$ cat src/hw/afda_pkg.sv
// package for the alu flag and data addressing block
// assumes one clock domain; registers reached over apb with 32-bit data
package afda_pkg;
   // register byte offsets
   localparam logic [11:0] OFS_STATUS = 12'h000;
   localparam logic [11:0] OFS_BANK = 12'h004;
   localparam logic [11:0] OFS_PTR0 = 12'h008;
   localparam logic [11:0] OFS_PTR1 = 12'h00c;
   localparam logic [11:0] OFS_PTR2 = 12'h010;
   localparam logic [11:0] OFS_CFG = 12'h014;
   localparam logic [11:0] OFS_RESULT = 12'h018;
   // status field positions
   localparam int B_CARRY = 0;
   localparam int B_NIB = 1;
   localparam int B_ZERO = 2;
   localparam int B_WRAP = 3;
   localparam int B_NEG = 4;
   localparam logic [7:0] STATUS_MASK = 8'h1f;
   localparam logic [7:0] STATUS_RESET = 8'h00;
   localparam logic [7:0] STATUS_ADDR_LO = 8'hd8;
   localparam logic [11:0] STATUS_ADDR = 12'hfd8;
   localparam logic [7:0] INDEX_LIMIT = 8'h5f;
   localparam logic [7:0] ACCESS_SPLIT = 8'h80;
   localparam logic [3:0] ACCESS_HI_BANK = 4'hf;
   localparam logic [3:0] ACCESS_LO_BANK = 4'h0;
   localparam logic [11:0] ONE12 = 12'h001;

   typedef enum logic [3:0] {
      AFDA_OP_ADD = 4'h0,    // add_reg_op / add_literal_op
      AFDA_OP_SUB = 4'h1,    // reg_minus_op / literal_minus_op
      AFDA_OP_RRC = 4'h2,    // rotate_right_op through carry
      AFDA_OP_RLC = 4'h3,    // rotate_left_op through carry
      AFDA_OP_AND = 4'h4,
      AFDA_OP_IOR = 4'h5,
      AFDA_OP_XOR = 4'h6,
      AFDA_OP_CLR = 4'h7,    // register_zeroing_op
      AFDA_OP_MOV = 4'h8,    // moves without flags
      AFDA_OP_SWAP = 4'h9,   // nibble_exchange_op
      AFDA_OP_BSET = 4'ha,
      AFDA_OP_BCLR = 4'hb
   } afda_op_t;

   typedef enum logic [2:0] {
      AFDA_AM_DIRECT = 3'h0,  // 8-bit file address with access bit
      AFDA_AM_FULL = 3'h1,    // complete 12-bit address
      AFDA_AM_IND = 3'h2,     // pointer_operand, no change
      AFDA_AM_POSTINC = 3'h3, // auto_bump_operand
      AFDA_AM_POSTDEC = 3'h4,
      AFDA_AM_PREINC = 3'h5,
      AFDA_AM_PLUSW = 3'h6,
      AFDA_AM_NONE = 3'h7     // inherent or literal
   } afda_amode_t;

   typedef struct packed {
      afda_op_t op;
      afda_amode_t amode;
      logic access_sel;
      logic dest_sel;
      logic implicit_reg;
      logic [1:0] ptr_sel;
      logic [7:0] file_addr;
      logic [11:0] full_addr;
      logic [19:0] jump_target;
      logic [7:0] operand_b;
      logic [2:0] bit_num;
   } afda_req_t;

   typedef struct packed {
      logic [11:0] addr;
      logic [7:0] data;
      logic to_reg;
      logic to_acc;
      logic [19:0] jump_target;
   } afda_rsp_t;
endpackage

$ cat src/hw/afda_core.sv
// alu status flags and data-memory operand address generation
// assumes decoder gives one instruction per req_valid pulse, operand a already read
// from data memory; apb master follows the usual setup/access sequence
//
// How it works
// RULE1 - flag-affecting op aimed at status register drops result, only updates flags
// RULE2 - software should alter status only with bit, swap, full move, store ops
// RULE3 - subtraction adds two's complement; carry and nibble carry mean not-borrow
// RULE4 - status bits 7 to 5 read zero and ignore writes
// RULE5 - negative flag bit 4 copies result bit 7
// RULE6 - wrap flag bit 3 set on signed overflow changing sign bit
// RULE7 - zero flag bit 2 set when result is zero
// RULE8 - add/sub nibble carry bit 1 is carry out of bit 3
// RULE9 - rotate through carry loads nibble carry with source bit 4 or 3
// RULE10 - add/sub carry bit 0 is carry out of bit 7
// RULE11 - rotate through carry loads carry with the bit shifted out
// RULE12 - call and jump carry a 20-bit program address literal
// RULE13 - access bit one joins bank pointer and file address into 12 bits
// RULE14 - access bit zero maps file address into access bank, bank pointer ignored
// RULE15 - full-address moves ignore bank pointer
// RULE16 - destination bit one writes source register, zero writes accumulator
// RULE17 - indirect takes address from pointer pair, pairs are also registers
// RULE18 - virtual operands post-increment, post-decrement, pre-increment or offset pointer
// RULE19 - indexed literal offset only with extended ops configuration set
// RULE20 - pointer bumps carry across the pair and leave flags alone
// RULE21 - extended, access bank, address up to 5fh: offset from third pointer
// RULE22 - ops that do not affect flags keep every flag
//
// Added by the designer: the register offsets and register access over APB.
`timescale 1ns/1ns
module afda_core (
   // clock and reset
   input wire logic pclk,
   input wire logic presetn,
   // apb slave
   input wire logic psel,
   input wire logic penable,
   input wire logic pwrite,
   input wire logic [11:0] paddr,
   input wire logic [31:0] pwdata,
   output logic [31:0] prdata,
   output logic pready,
   output logic pslverr,
   // instruction from decoder
   input wire logic req_valid,
   input wire afda_pkg::afda_req_t req,
   input wire logic [7:0] operand_a,
   input wire logic [7:0] accumulator,
   // resolved operation to data memory
   output logic rsp_valid,
   output afda_pkg::afda_rsp_t rsp,
   output logic [7:0] status_out
);
   logic [7:0] status;
   logic [3:0] bank_pointer;
   logic [11:0] pointer_pair [3];
   logic extended_ops_config;
   logic [7:0] last_result;

   // 12-bit pointer step, roll-over of the low byte reaches the high byte
   function automatic logic [11:0] bump(input logic [11:0] p, input logic up);
      bump = up ? p + afda_pkg::ONE12 : p - afda_pkg::ONE12; // [RULE20]
   endfunction

   function automatic logic [11:0] word_to_ptr(input logic [31:0] w);
      word_to_ptr = w[11:0];
   endfunction

   // registers sit in the low bits of the bus word, the rest reads zero
   function automatic logic [31:0] reg_word(input logic [11:0] v);
      reg_word = {20'h00000, v};
   endfunction

   function automatic logic [7:0] bit_mask(input logic [2:0] n);
      bit_mask = 8'h01 << n;
   endfunction

   // access bank: low half of bank 0 or high half of the last bank
   function automatic logic [11:0] access_bank(input logic [7:0] f);
      if (f < afda_pkg::ACCESS_SPLIT) begin
         access_bank = {afda_pkg::ACCESS_LO_BANK, f};
      end else begin
         access_bank = {afda_pkg::ACCESS_HI_BANK, f};
      end
   endfunction

   // alu
   logic [8:0] sum;
   logic [4:0] nib;
   logic [7:0] b_eff;
   logic carry_in_add;
   logic [7:0] alu_res;
   logic [4:0] next_flags;
   logic flags_hit;
   afda_pkg::afda_op_t op;
   assign op = req.op;

   always_comb begin
      // subtract as a plus ~b plus one, so carry reads as not-borrow [RULE3]
      b_eff = (op == afda_pkg::AFDA_OP_SUB) ? ~req.operand_b : req.operand_b;
      carry_in_add = (op == afda_pkg::AFDA_OP_SUB);
      sum = {1'b0, operand_a} + {1'b0, b_eff} + {8'h00, carry_in_add};
      nib = {1'b0, operand_a[3:0]} + {1'b0, b_eff[3:0]} + {4'h0, carry_in_add};
      next_flags = status[4:0];
      flags_hit = 1'b0;
      alu_res = operand_a;
      case (op)
         afda_pkg::AFDA_OP_ADD, afda_pkg::AFDA_OP_SUB: begin
            alu_res = sum[7:0];
            flags_hit = 1'b1;
            next_flags[afda_pkg::B_CARRY] = sum[8]; // [RULE10]
            next_flags[afda_pkg::B_NIB] = nib[4]; // [RULE8]
            next_flags[afda_pkg::B_WRAP] = (operand_a[7] == b_eff[7]) && (sum[7] != operand_a[7]); // [RULE6]
         end
         afda_pkg::AFDA_OP_RRC: begin
            alu_res = {status[afda_pkg::B_CARRY], operand_a[7:1]};
            flags_hit = 1'b1;
            next_flags[afda_pkg::B_CARRY] = operand_a[0]; // [RULE11]
            next_flags[afda_pkg::B_NIB] = operand_a[4]; // [RULE9]
         end
         afda_pkg::AFDA_OP_RLC: begin
            alu_res = {operand_a[6:0], status[afda_pkg::B_CARRY]};
            flags_hit = 1'b1;
            next_flags[afda_pkg::B_CARRY] = operand_a[7]; // [RULE11]
            next_flags[afda_pkg::B_NIB] = operand_a[3]; // [RULE9]
         end
         afda_pkg::AFDA_OP_AND: begin
            alu_res = operand_a & req.operand_b;
            flags_hit = 1'b1;
         end
         afda_pkg::AFDA_OP_IOR: begin
            alu_res = operand_a | req.operand_b;
            flags_hit = 1'b1;
         end
         afda_pkg::AFDA_OP_XOR: begin
            alu_res = operand_a ^ req.operand_b;
            flags_hit = 1'b1;
         end
         afda_pkg::AFDA_OP_CLR: begin
            // only zero changes here, so clearing status gives 000u u1uu
            alu_res = 8'h00;
            next_flags[afda_pkg::B_ZERO] = 1'b1; // [RULE7]
         end
         afda_pkg::AFDA_OP_SWAP: begin
            alu_res = {operand_a[3:0], operand_a[7:4]}; // [RULE22]
         end
         afda_pkg::AFDA_OP_BSET: begin
            alu_res = operand_a | bit_mask(req.bit_num); // [RULE22]
         end
         afda_pkg::AFDA_OP_BCLR: begin
            alu_res = operand_a & ~bit_mask(req.bit_num); // [RULE22]
         end
         afda_pkg::AFDA_OP_MOV: begin
            alu_res = operand_a; // [RULE22]
         end
         default: begin
            alu_res = operand_a;
         end
      endcase
      if (flags_hit) begin
         next_flags[afda_pkg::B_NEG] = alu_res[7]; // [RULE5]
         next_flags[afda_pkg::B_ZERO] = (alu_res == 8'h00); // [RULE7]
      end
   end

   // address generation
   logic [11:0] ea;
   logic [11:0] ptr_cur;
   logic [11:0] ptr_new;
   logic ptr_upd;
   logic is_flag_op;
   logic dst_reg;
   logic ptr_ok;
   always_comb begin
      // select three has no pair behind it: it reads zero and moves nothing
      ptr_ok = (req.ptr_sel != 2'h3);
      ptr_cur = 12'h000;
      if (ptr_ok) begin
         ptr_cur = pointer_pair[req.ptr_sel];
      end
      ptr_new = ptr_cur;
      ptr_upd = 1'b0;
      ea = 12'h000;
      case (req.amode)
         afda_pkg::AFDA_AM_DIRECT: begin
            if (req.access_sel) begin
               ea = {bank_pointer, req.file_addr}; // [RULE13]
            end else if (extended_ops_config && req.file_addr <= afda_pkg::INDEX_LIMIT) begin
               ea = pointer_pair[2] + {4'h0, req.file_addr}; // [RULE19] [RULE21]
            end else begin
               ea = access_bank(req.file_addr); // [RULE14]
            end
         end
         afda_pkg::AFDA_AM_FULL: begin
            ea = req.full_addr; // [RULE15]
         end
         afda_pkg::AFDA_AM_IND: begin
            ea = ptr_cur; // [RULE17]
         end
         afda_pkg::AFDA_AM_POSTINC: begin
            ea = ptr_cur;
            ptr_new = bump(ptr_cur, 1'b1); // [RULE18]
            ptr_upd = 1'b1;
         end
         afda_pkg::AFDA_AM_POSTDEC: begin
            ea = ptr_cur;
            ptr_new = bump(ptr_cur, 1'b0); // [RULE18]
            ptr_upd = 1'b1;
         end
         afda_pkg::AFDA_AM_PREINC: begin
            ptr_new = bump(ptr_cur, 1'b1); // [RULE18]
            ea = ptr_new;
            ptr_upd = 1'b1;
         end
         afda_pkg::AFDA_AM_PLUSW: begin
            ea = ptr_cur + {{4{accumulator[7]}}, accumulator}; // [RULE18]
         end
         default: begin
            ea = 12'h000;
         end
      endcase
      ptr_upd = ptr_upd && ptr_ok;
      is_flag_op = flags_hit || (op == afda_pkg::AFDA_OP_CLR);
      dst_reg = req.implicit_reg || req.dest_sel; // [RULE16]
   end

   logic to_status;
   assign to_status = (req.amode != afda_pkg::AFDA_AM_NONE) && dst_reg && (ea == afda_pkg::STATUS_ADDR);

   // apb decode
   logic apb_wr;
   logic apb_rd;
   logic apb_hit;
   logic apb_setup;
   assign apb_setup = psel && !penable;
   assign apb_wr = psel && penable && pwrite;
   assign apb_rd = apb_setup && !pwrite;
   always_comb begin
      case (paddr)
         afda_pkg::OFS_STATUS, afda_pkg::OFS_BANK, afda_pkg::OFS_PTR0, afda_pkg::OFS_PTR1,
         afda_pkg::OFS_PTR2, afda_pkg::OFS_CFG, afda_pkg::OFS_RESULT: begin
            apb_hit = 1'b1;
         end
         default: begin
            apb_hit = 1'b0;
         end
      endcase
   end

   // status; instruction beats a same-cycle bus write
   always_ff @(posedge pclk or negedge presetn) begin
      if (!presetn) begin
         status <= afda_pkg::STATUS_RESET;
      end else if (req_valid && to_status && !is_flag_op) begin
         status <= alu_res & afda_pkg::STATUS_MASK; // [RULE4] [RULE22]
      end else if (req_valid) begin
         status <= {3'b000, next_flags}; // [RULE1] [RULE4]
      end else if (apb_wr && paddr == afda_pkg::OFS_STATUS) begin
         status <= pwdata[7:0] & afda_pkg::STATUS_MASK; // [RULE4]
      end
   end

   // pointer pairs; bump wins over a bus write in the same cycle
   always_ff @(posedge pclk or negedge presetn) begin
      if (!presetn) begin
         pointer_pair[0] <= 12'h000;
         pointer_pair[1] <= 12'h000;
         pointer_pair[2] <= 12'h000;
      end else if (req_valid && ptr_upd) begin
         pointer_pair[req.ptr_sel] <= ptr_new; // [RULE20]
      end else if (apb_wr) begin
         if (paddr == afda_pkg::OFS_PTR0) begin
            pointer_pair[0] <= word_to_ptr(pwdata); // [RULE17]
         end
         if (paddr == afda_pkg::OFS_PTR1) begin
            pointer_pair[1] <= word_to_ptr(pwdata); // [RULE17]
         end
         if (paddr == afda_pkg::OFS_PTR2) begin
            pointer_pair[2] <= word_to_ptr(pwdata); // [RULE17]
         end
      end
   end

   always_ff @(posedge pclk or negedge presetn) begin
      if (!presetn) begin
         bank_pointer <= 4'h0;
      end else if (apb_wr && paddr == afda_pkg::OFS_BANK) begin
         bank_pointer <= pwdata[3:0]; // [RULE13]
      end
   end

   // extended ops switch, off after reset
   always_ff @(posedge pclk or negedge presetn) begin
      if (!presetn) begin
         extended_ops_config <= 1'b0;
      end else if (apb_wr && paddr == afda_pkg::OFS_CFG) begin
         extended_ops_config <= pwdata[0]; // [RULE19]
      end
   end

   // resolved operation
   always_ff @(posedge pclk or negedge presetn) begin
      if (!presetn) begin
         rsp_valid <= 1'b0;
         rsp <= '0;
      end else begin
         rsp_valid <= req_valid;
         if (req_valid) begin
            rsp.addr <= ea;
            rsp.data <= alu_res;
            rsp.to_reg <= dst_reg && !(to_status && is_flag_op); // [RULE1] [RULE16]
            rsp.to_acc <= !dst_reg; // [RULE16]
            rsp.jump_target <= req.jump_target; // [RULE12]
         end
      end
   end

   // last alu result, kept for software to read back
   always_ff @(posedge pclk or negedge presetn) begin
      if (!presetn) begin
         last_result <= 8'h00;
      end else if (req_valid) begin
         last_result <= alu_res;
      end
   end

   always_ff @(posedge pclk or negedge presetn) begin
      if (!presetn) begin
         status_out <= afda_pkg::STATUS_RESET;
      end else begin
         status_out <= status;
      end
   end

   // apb answer: one access cycle after every setup
   always_ff @(posedge pclk or negedge presetn) begin
      if (!presetn) begin
         pready <= 1'b0;
         pslverr <= 1'b0;
      end else begin
         pready <= apb_setup;
         pslverr <= apb_setup && !apb_hit;
      end
   end

   // read data latched in setup, so it already stands in the access cycle
   always_ff @(posedge pclk or negedge presetn) begin
      if (!presetn) begin
         prdata <= 32'h0000_0000;
      end else if (apb_rd) begin
         case (paddr)
            afda_pkg::OFS_STATUS: begin
               prdata <= reg_word({4'h0, status}); // [RULE4]
            end
            afda_pkg::OFS_BANK: begin
               prdata <= reg_word({8'h00, bank_pointer});
            end
            afda_pkg::OFS_PTR0: begin
               prdata <= reg_word(pointer_pair[0]); // [RULE17]
            end
            afda_pkg::OFS_PTR1: begin
               prdata <= reg_word(pointer_pair[1]); // [RULE17]
            end
            afda_pkg::OFS_PTR2: begin
               prdata <= reg_word(pointer_pair[2]); // [RULE17]
            end
            afda_pkg::OFS_CFG: begin
               prdata <= reg_word({11'h000, extended_ops_config});
            end
            afda_pkg::OFS_RESULT: begin
               prdata <= reg_word({4'h0, last_result});
            end
            default: begin
               prdata <= 32'h0000_0000;
            end
         endcase
      end
   end
endmodule

$ cat config.mk
export PLATFORM = sky130hd
export DESIGN_NAME = afda_core
export DESIGN_NICKNAME = d
export VERILOG_FILES = /design/src/hw/afda_pkg.sv /design/src/hw/afda_core.sv
export SDC_FILE = /design/constraint.sdc
export NUM_CORES = 1
export LEC_CHECK = 0
export BUFFER_PORTS_ARGS = -buffer_cell sky130_fd_sc_hd__buf_4
export CAP_MARGIN = 20
export CORE_MARGIN = 2
export CORE_UTILIZATION = 55
export DETAILED_ROUTE_END_ITERATION = 6
export PLACE_DENSITY = 0.8
export SETUP_SLACK_MARGIN = 0.5
export SLEW_MARGIN = 20
export SYNTH_ARGS = -nofsm -noshare
export SYNTH_HDL_FRONTEND = slang
export SYNTH_SLANG_ARGS = --single-unit
$ cat constraint.sdc
create_clock -name pclk -period 7.6 [get_ports pclk]
set_input_delay 0.76 -clock pclk [delete_from_list [all_inputs] [get_ports pclk]]
set_output_delay 0.76 -clock pclk [all_outputs]
set_load 0.02 [all_outputs]
Word-level counts from Yosys, hierarchy flattened
Index checks and enable logic that the tools add are counted.

Output and inout bits: 85. Bits of input ports: 129. Word-level logic and storage cells: 152. Register bits: 134.

Bitwise operators: 8. Shift operators: 1. Order comparisons: 4. Multiplexer cells: 31. Eq/ne operators: 31. Reductions and logical operators: 49. Add/sub/neg operators: 8.

Operators by type and width (count): $mux 12 (10); $pmux 12 s7 (1); $pmux 8 s10 (1); $mux 36 (2); $pmux 12 s5 (1); $bwmux 36 (1); $eq 12x5->1 const B (3); $mux 8 (4); $bmux 12 s2 (1); $demux 12 s2 (1); $eq 12x4->1 const B (2); $pmux 12 s2 (1); $logic_and 1x1->1 (19); $and 8x8->8 (2); $eq 4x3->1 const B (4); $not 8->8 (2); $or 8x8->8 (2); $reduce_and 2->1 (7); $reduce_or 7->1 (2); $add 12x1->12 const B (1); $add 12x12->12 (1); $add 12x8->12 (1); $eq 12x12->1 const B (1); $eq 12x3->1 const B (1); other kinds (37) (61).

Longest topological paths before layout
Depth in word-level cells: 13. Mapped depth: 17.

Worst setup path after synthesis
No wires, ideal clock.

Path kind: input to register. Start point: input req[52] (netlist bit). End point: register status[3]. Path slack: 2.819 ns. Arrival: 4.654 ns. Library setup time: 0.128 ns. Stages on the path: 17. Cell sequence: buf_6 -> nor2b_1 -> buf_4 -> o2bb2ai_2 -> ha_1 -> inv_1 -> fa_1 -> nor3b_1 -> a211oi_1 -> a21boi_0 -> o22ai_1 -> or4b_1 -> nor4b_2 -> nand4b_2 -> nor4_4 -> mux2_1 -> mux2_1.

Word-level cells in the longest chain between the ends: 13. Elaborated cells on any way between the ends: 17.

Ends and longest elaborated chain: start, declared (RTL line afda_core.sv:46) `input wire afda_pkg::afda_req_t req,`; $not 2->3 (implied by the code) (RTL line afda_core.sv:179) `ptr_cur = pointer_pair[req.ptr_sel];`; $bmux 12 s2 (RTL line afda_core.sv:179); $mux 12 (implied by the code) (2 in a row) (RTL line afda_core.sv:179); $mux 12 (*) (RTL line afda_core.sv:178) `if (ptr_ok) begin`; $add 12x12->12 / $add 12x1->12 (equally long branches) (RTL line afda_core.sv:216, afda_core.sv:62); $pmux 12 s5 (*) (RTL line afda_core.sv:184) `case (req.amode)`; $eq 12x12->1 (*) (RTL line afda_core.sv:228) `assign to_status = (req.amode != afda_pkg::AFDA_AM_NONE) && dst_reg && (ea == afda_pkg::STATUS_ADDR);`; $logic_and 1x1->1 (*) (RTL line afda_core.sv:228); $logic_and 1x1->1 (*) (2 in a row) (RTL line afda_core.sv:254) `end else if (req_valid && to_status && !is_flag_op) begin`; $ne 3x1->1 (no source line) / $reduce_bool 3->1 (equally long branches); $reduce_and 2->1 (no source line); end signal, assigned (RTL line afda_core.sv:253) `status <= afda_pkg::STATUS_RESET;`; end signal, assigned (RTL line afda_core.sv:255) `status <= alu_res & afda_pkg::STATUS_MASK;`; end signal, assigned (RTL line afda_core.sv:257) `status <= {3'b000, next_flags};`; end, declared (RTL line afda_core.sv:54) `logic [7:0] status;`.

Every way passes the cells marked *; elsewhere a longest branch is shown, timed or not. The select of a mux whose other input is x is not followed. A chain may end at the register's enable or synchronous reset.

Worst setup path in the final report
Start point: input req[51] (netlist bit). End point: register status[3].

Same word-level chain as after synthesis.

==> impl_metrics.env <==
export IMPL_tns_ns=0
export IMPL_cts_buffer_depth=2
export IMPL_syn_mean_instance_area_um2=8.35
export IMPL_finalNetCount=1391
export IMPL_cp_depth=16
export IMPL_cp_common_cell="mux2_1"
export IMPL_syn_area_um2=9230
export IMPL_maxSlewViolCount=0
export IMPL_ctsResizeCount=0
export IMPL_firstDrtPassIters=7
export IMPL_port_buffers=170
export IMPL_gp_congestion=0.982
export IMPL_finalCriticalPeriod_ns=5.78
export IMPL_crit_path_max_incr_delay_ns=0.82
export IMPL_power_w=0.00219
export IMPL_antenna_found_initial=0
export IMPL_cts_hold_buf=0
export IMPL_drt_iter0_drc=1247
export IMPL_hold_path_startpoint="status[1]$_DFFE_PN0P_"
export IMPL_slew_headroom_pct=29.6
export IMPL_synth_top_area_cell="dfrtp_1"
export IMPL_rrSetupSlack_ns=2.63
export IMPL_r2r_end="status[3]$_DFFE_PN0P_"
export IMPL_endpoint="status[3]$_DFFE_PN0P_"
export IMPL_ys_top_cells_by_area="dfrtp_1 29%, mux2_2 5.4%, o21ai_0 4.5%"
export IMPL_start_util_pct=56.1
export IMPL_reg2reg_from="pointer_pair[0]$_DFFE_PN0P_"
export IMPL_setup_viol=0
export IMPL_synthArstFlopShare_pct=100
export IMPL_hold_violations=0
export IMPL_dp_final_hpwl_mm=24.4
export IMPL_cellPowerDensity_nw_per_um2=202
export IMPL_yosysUniqueCellTypes=84
export IMPL_worstMarginPinSlew_ns=1.06
export IMPL_grt_start_max_net_pins=65
export IMPL_critPathKind="input pin to flip-flop"
export IMPL_cp_max_fo=33
export IMPL_synth_top_cell_area_share_pct=29.3
export IMPL_cp_start_kind="input pin"
export IMPL_clk_latency_ns=0.36
export IMPL_ys_ff_latch=108
export IMPL_postCtsSetupBuffers=0
export IMPL_drt_wl_total_mm=31.9
export IMPL_grt_pass1_vias=8982
export IMPL_num_vias=9631
export IMPL_die_x_um=134
export IMPL_setup_worst_path_start="req[51]"
export IMPL_num_rows=47
export IMPL_worst_path_buf_inv=2
export IMPL_timing_final_crit_share_pct=76.0
export IMPL_cts_tree="done"
export IMPL_ir_drop_mv=0.121
export IMPL_root_buffer="clkbuf_16"
export IMPL_path_cells="buf_4, nor2b_1, o2bb2ai_2, ha_1, inv_1, fa_1, nor3b_1, a211oi_1, a21boi_0, o22ai_1, or4b_1, nor4b_2, nand4b_2, nor4_4, mux2_1, mux2_1"
export IMPL_r2r_cells=15
export IMPL_skew_ns=0.00992
export IMPL_wire_per_inst_um=21.8
export IMPL_cts_htree_levels=3
export IMPL_synth_edf_count=0
export IMPL_cts_sinks=108
export IMPL_total_leakage_power_nw=4.57
export IMPL_required_ns=7.84
export IMPL_status="finished clean"
export IMPL_drive_above_1_share_pct=22.0
export IMPL_vias_per_cell=6.60
export IMPL_die_height_um=134
export IMPL_cap_violations=0
export IMPL_n_fill_cell=1429
export IMPL_synth_flop_cell="dfrtp_1"
export IMPL_synthCells=1106
export IMPL_timing_fmax_mhz=173
export IMPL_grt_overflow=0
export IMPL_endpoint_kind="flip-flop"
export IMPL_synth_warnings=0
export IMPL_syn_to_final_growth_pct=17.5
export IMPL_hold_path_class="flip-flop to flip-flop"
export IMPL_diodes=0
export IMPL_io_pins=214
export IMPL_path_clk_slew_ns=0.08
export IMPL_cp_arrival_ns=6.02
export IMPL_dieArea_um2=17800
export IMPL_grt_pass1_wl_mm=49.7
export IMPL_drc=0
export IMPL_grt_setup_unrepaired="no"
export IMPL_antenna_left=0
export IMPL_grtUsageTotal_pct=35.4
export IMPL_ys_seq_area_share_pct=29.3
export IMPL_critPathTopFamily="simple AND/OR/NAND/NOR gates"
export IMPL_cts_buffers_inserted=9
export IMPL_crit_path_top_delay_cell="nor2b_1"
export IMPL_coreArea_um2=16500
-- stage by stage --
stage	setup WS, ns	instances	utilization (%)	cell area (um2)	hold WS (ns)
after floorplan	2.82	1128	-	9310	0.364
after global placement	1.67	1443	64.0	10500	0.401
after detailed placement	1.53	1443	64.0	10500	0.395
after CTS	1.91	1459	65.8	10800	0.412
after global routing	1.64	1459	65.9	10800	0.421
final	1.82	1459	65.9	10800	0.409
-- flip-flops by register name, indices dropped and copies added, names as in the netlist --
signal and flops:
bank_pointer 4, extended_ops_config 1, last_result 8, pointer_pair 36, prdata 12, pready 1, pslverr 1, rsp 34
rsp_valid 1, status 5, status_out 5
-- area by class of cell --
class	count	area (um2)	area share (%)
Clock buffer	10	239	2.20
Clock inverter	6	63.8	0.588
Inverter	34	128	1.18
Multi-Input combinational cell	896	6050	55.8
Sequential cell	108	2700	24.9
Tap cell	220	275	2.54
Timing Repair Buffer	185	1390	12.8
-- cell usage after synthesis, types with 6 or more instances --
cell	n
a221o_1	15
clkbuf_1	52
and2_1	10
o221ai_1	8
xnor2_1	24
nand3_1	26
o32ai_1	7
o21ai_1	6
nand4_1	10
ha_1	25
or3_1	6
o21ai_0	83
a31oi_1	19
o22ai_1	10
a21oi_1	78
nand2b_1	10
o31ai_1	12
xor2_1	11
buf_4	24
nor4b_1	6
and3_1	6
buf_1	6
inv_1	32
nand2_1	97
o211ai_1	9
a221oi_1	7
nor2b_1	20
nor3_1	28
a222oi_1	8
a21o_1	9
nor2_1	97
a22oi_1	13
o21a_1	13
a21boi_0	6
o2bb2ai_1	7
mux2i_1	27
mux2_2	44
nor3b_1	9
dfrtp_1	108
a211oi_1	11
nand3b_1	7
-- cell families after synthesis --
| family | Yosys count | synth area share, % |
|---|---|---|
| compound gates | 371 | 27.4 |
| xor+xnor | 35 | 3.32 |
| fa+ha+maj | 28 | 4.04 |
| buf+inv | 124 | 6.26 |
| flops | 108 | 29.3 |
| mux | 77 | 9.43 |
| other cells | 1 | 0.0406 |
| simple gates | 362 | 20.2 |
-- worst min path at each step --
| stage | to | cells after the start |
|---|---|---|
| 2_1_floorplan | status_out[1]$_DFF_PN0_ | 0 |
| 3_5_place_dp | status_out[1]$_DFF_PN0_ | 0 |
| 4_1_cts | status_out[1]$_DFF_PN0_ | 0 |
| 5_1_grt | status_out[1]$_DFF_PN0_ | 0 |
| 3_3_place_gp | status_out[1]$_DFF_PN0_ | 0 |
| 6_report | status_out[1]$_DFF_PN0_ | 0 |
-- placed cells by master, fill, tap and decap left out, drive strengths merged, types with 15 or more instances in the layout --
master	count
mux2	47
a21oi	79
nand3	28
buf	185
a221o	15
inv	38
conb	23
nor2b	20
mux2i	27
ha	25
xnor2	24
dfrtp	108
nand2	97
nor3	29
a31oi	19
nor2	97
o21ai	89
-- report_power, final --
group / leakage [nW] / internal [W] / switching [W]
logic: 3.09 / 0.000374 / 0.000555
registers: 1.33 / 0.000670 / 0.000116
clock network: 0.146 / 0.000242 / 0.000236
total: 4.57 / 0.00129 / 0.000907
-- layer usage --
layer | part of all wire [%] | global-route usage, % | up-vias | wire (um)
li1 | - | - | 4393 | -
met4 | 4.3 | 15.0 | 0 | 1380
met5 | 0 | 0 | - | 0
met3 | 8.9 | 6.47 | 83 | 2840
met2 | 46 | 56.6 | 604 | 14600
met1 | 41 | 47.3 | 4551 | 13100
No activity file was read; power rests on OpenSTA's default activity.
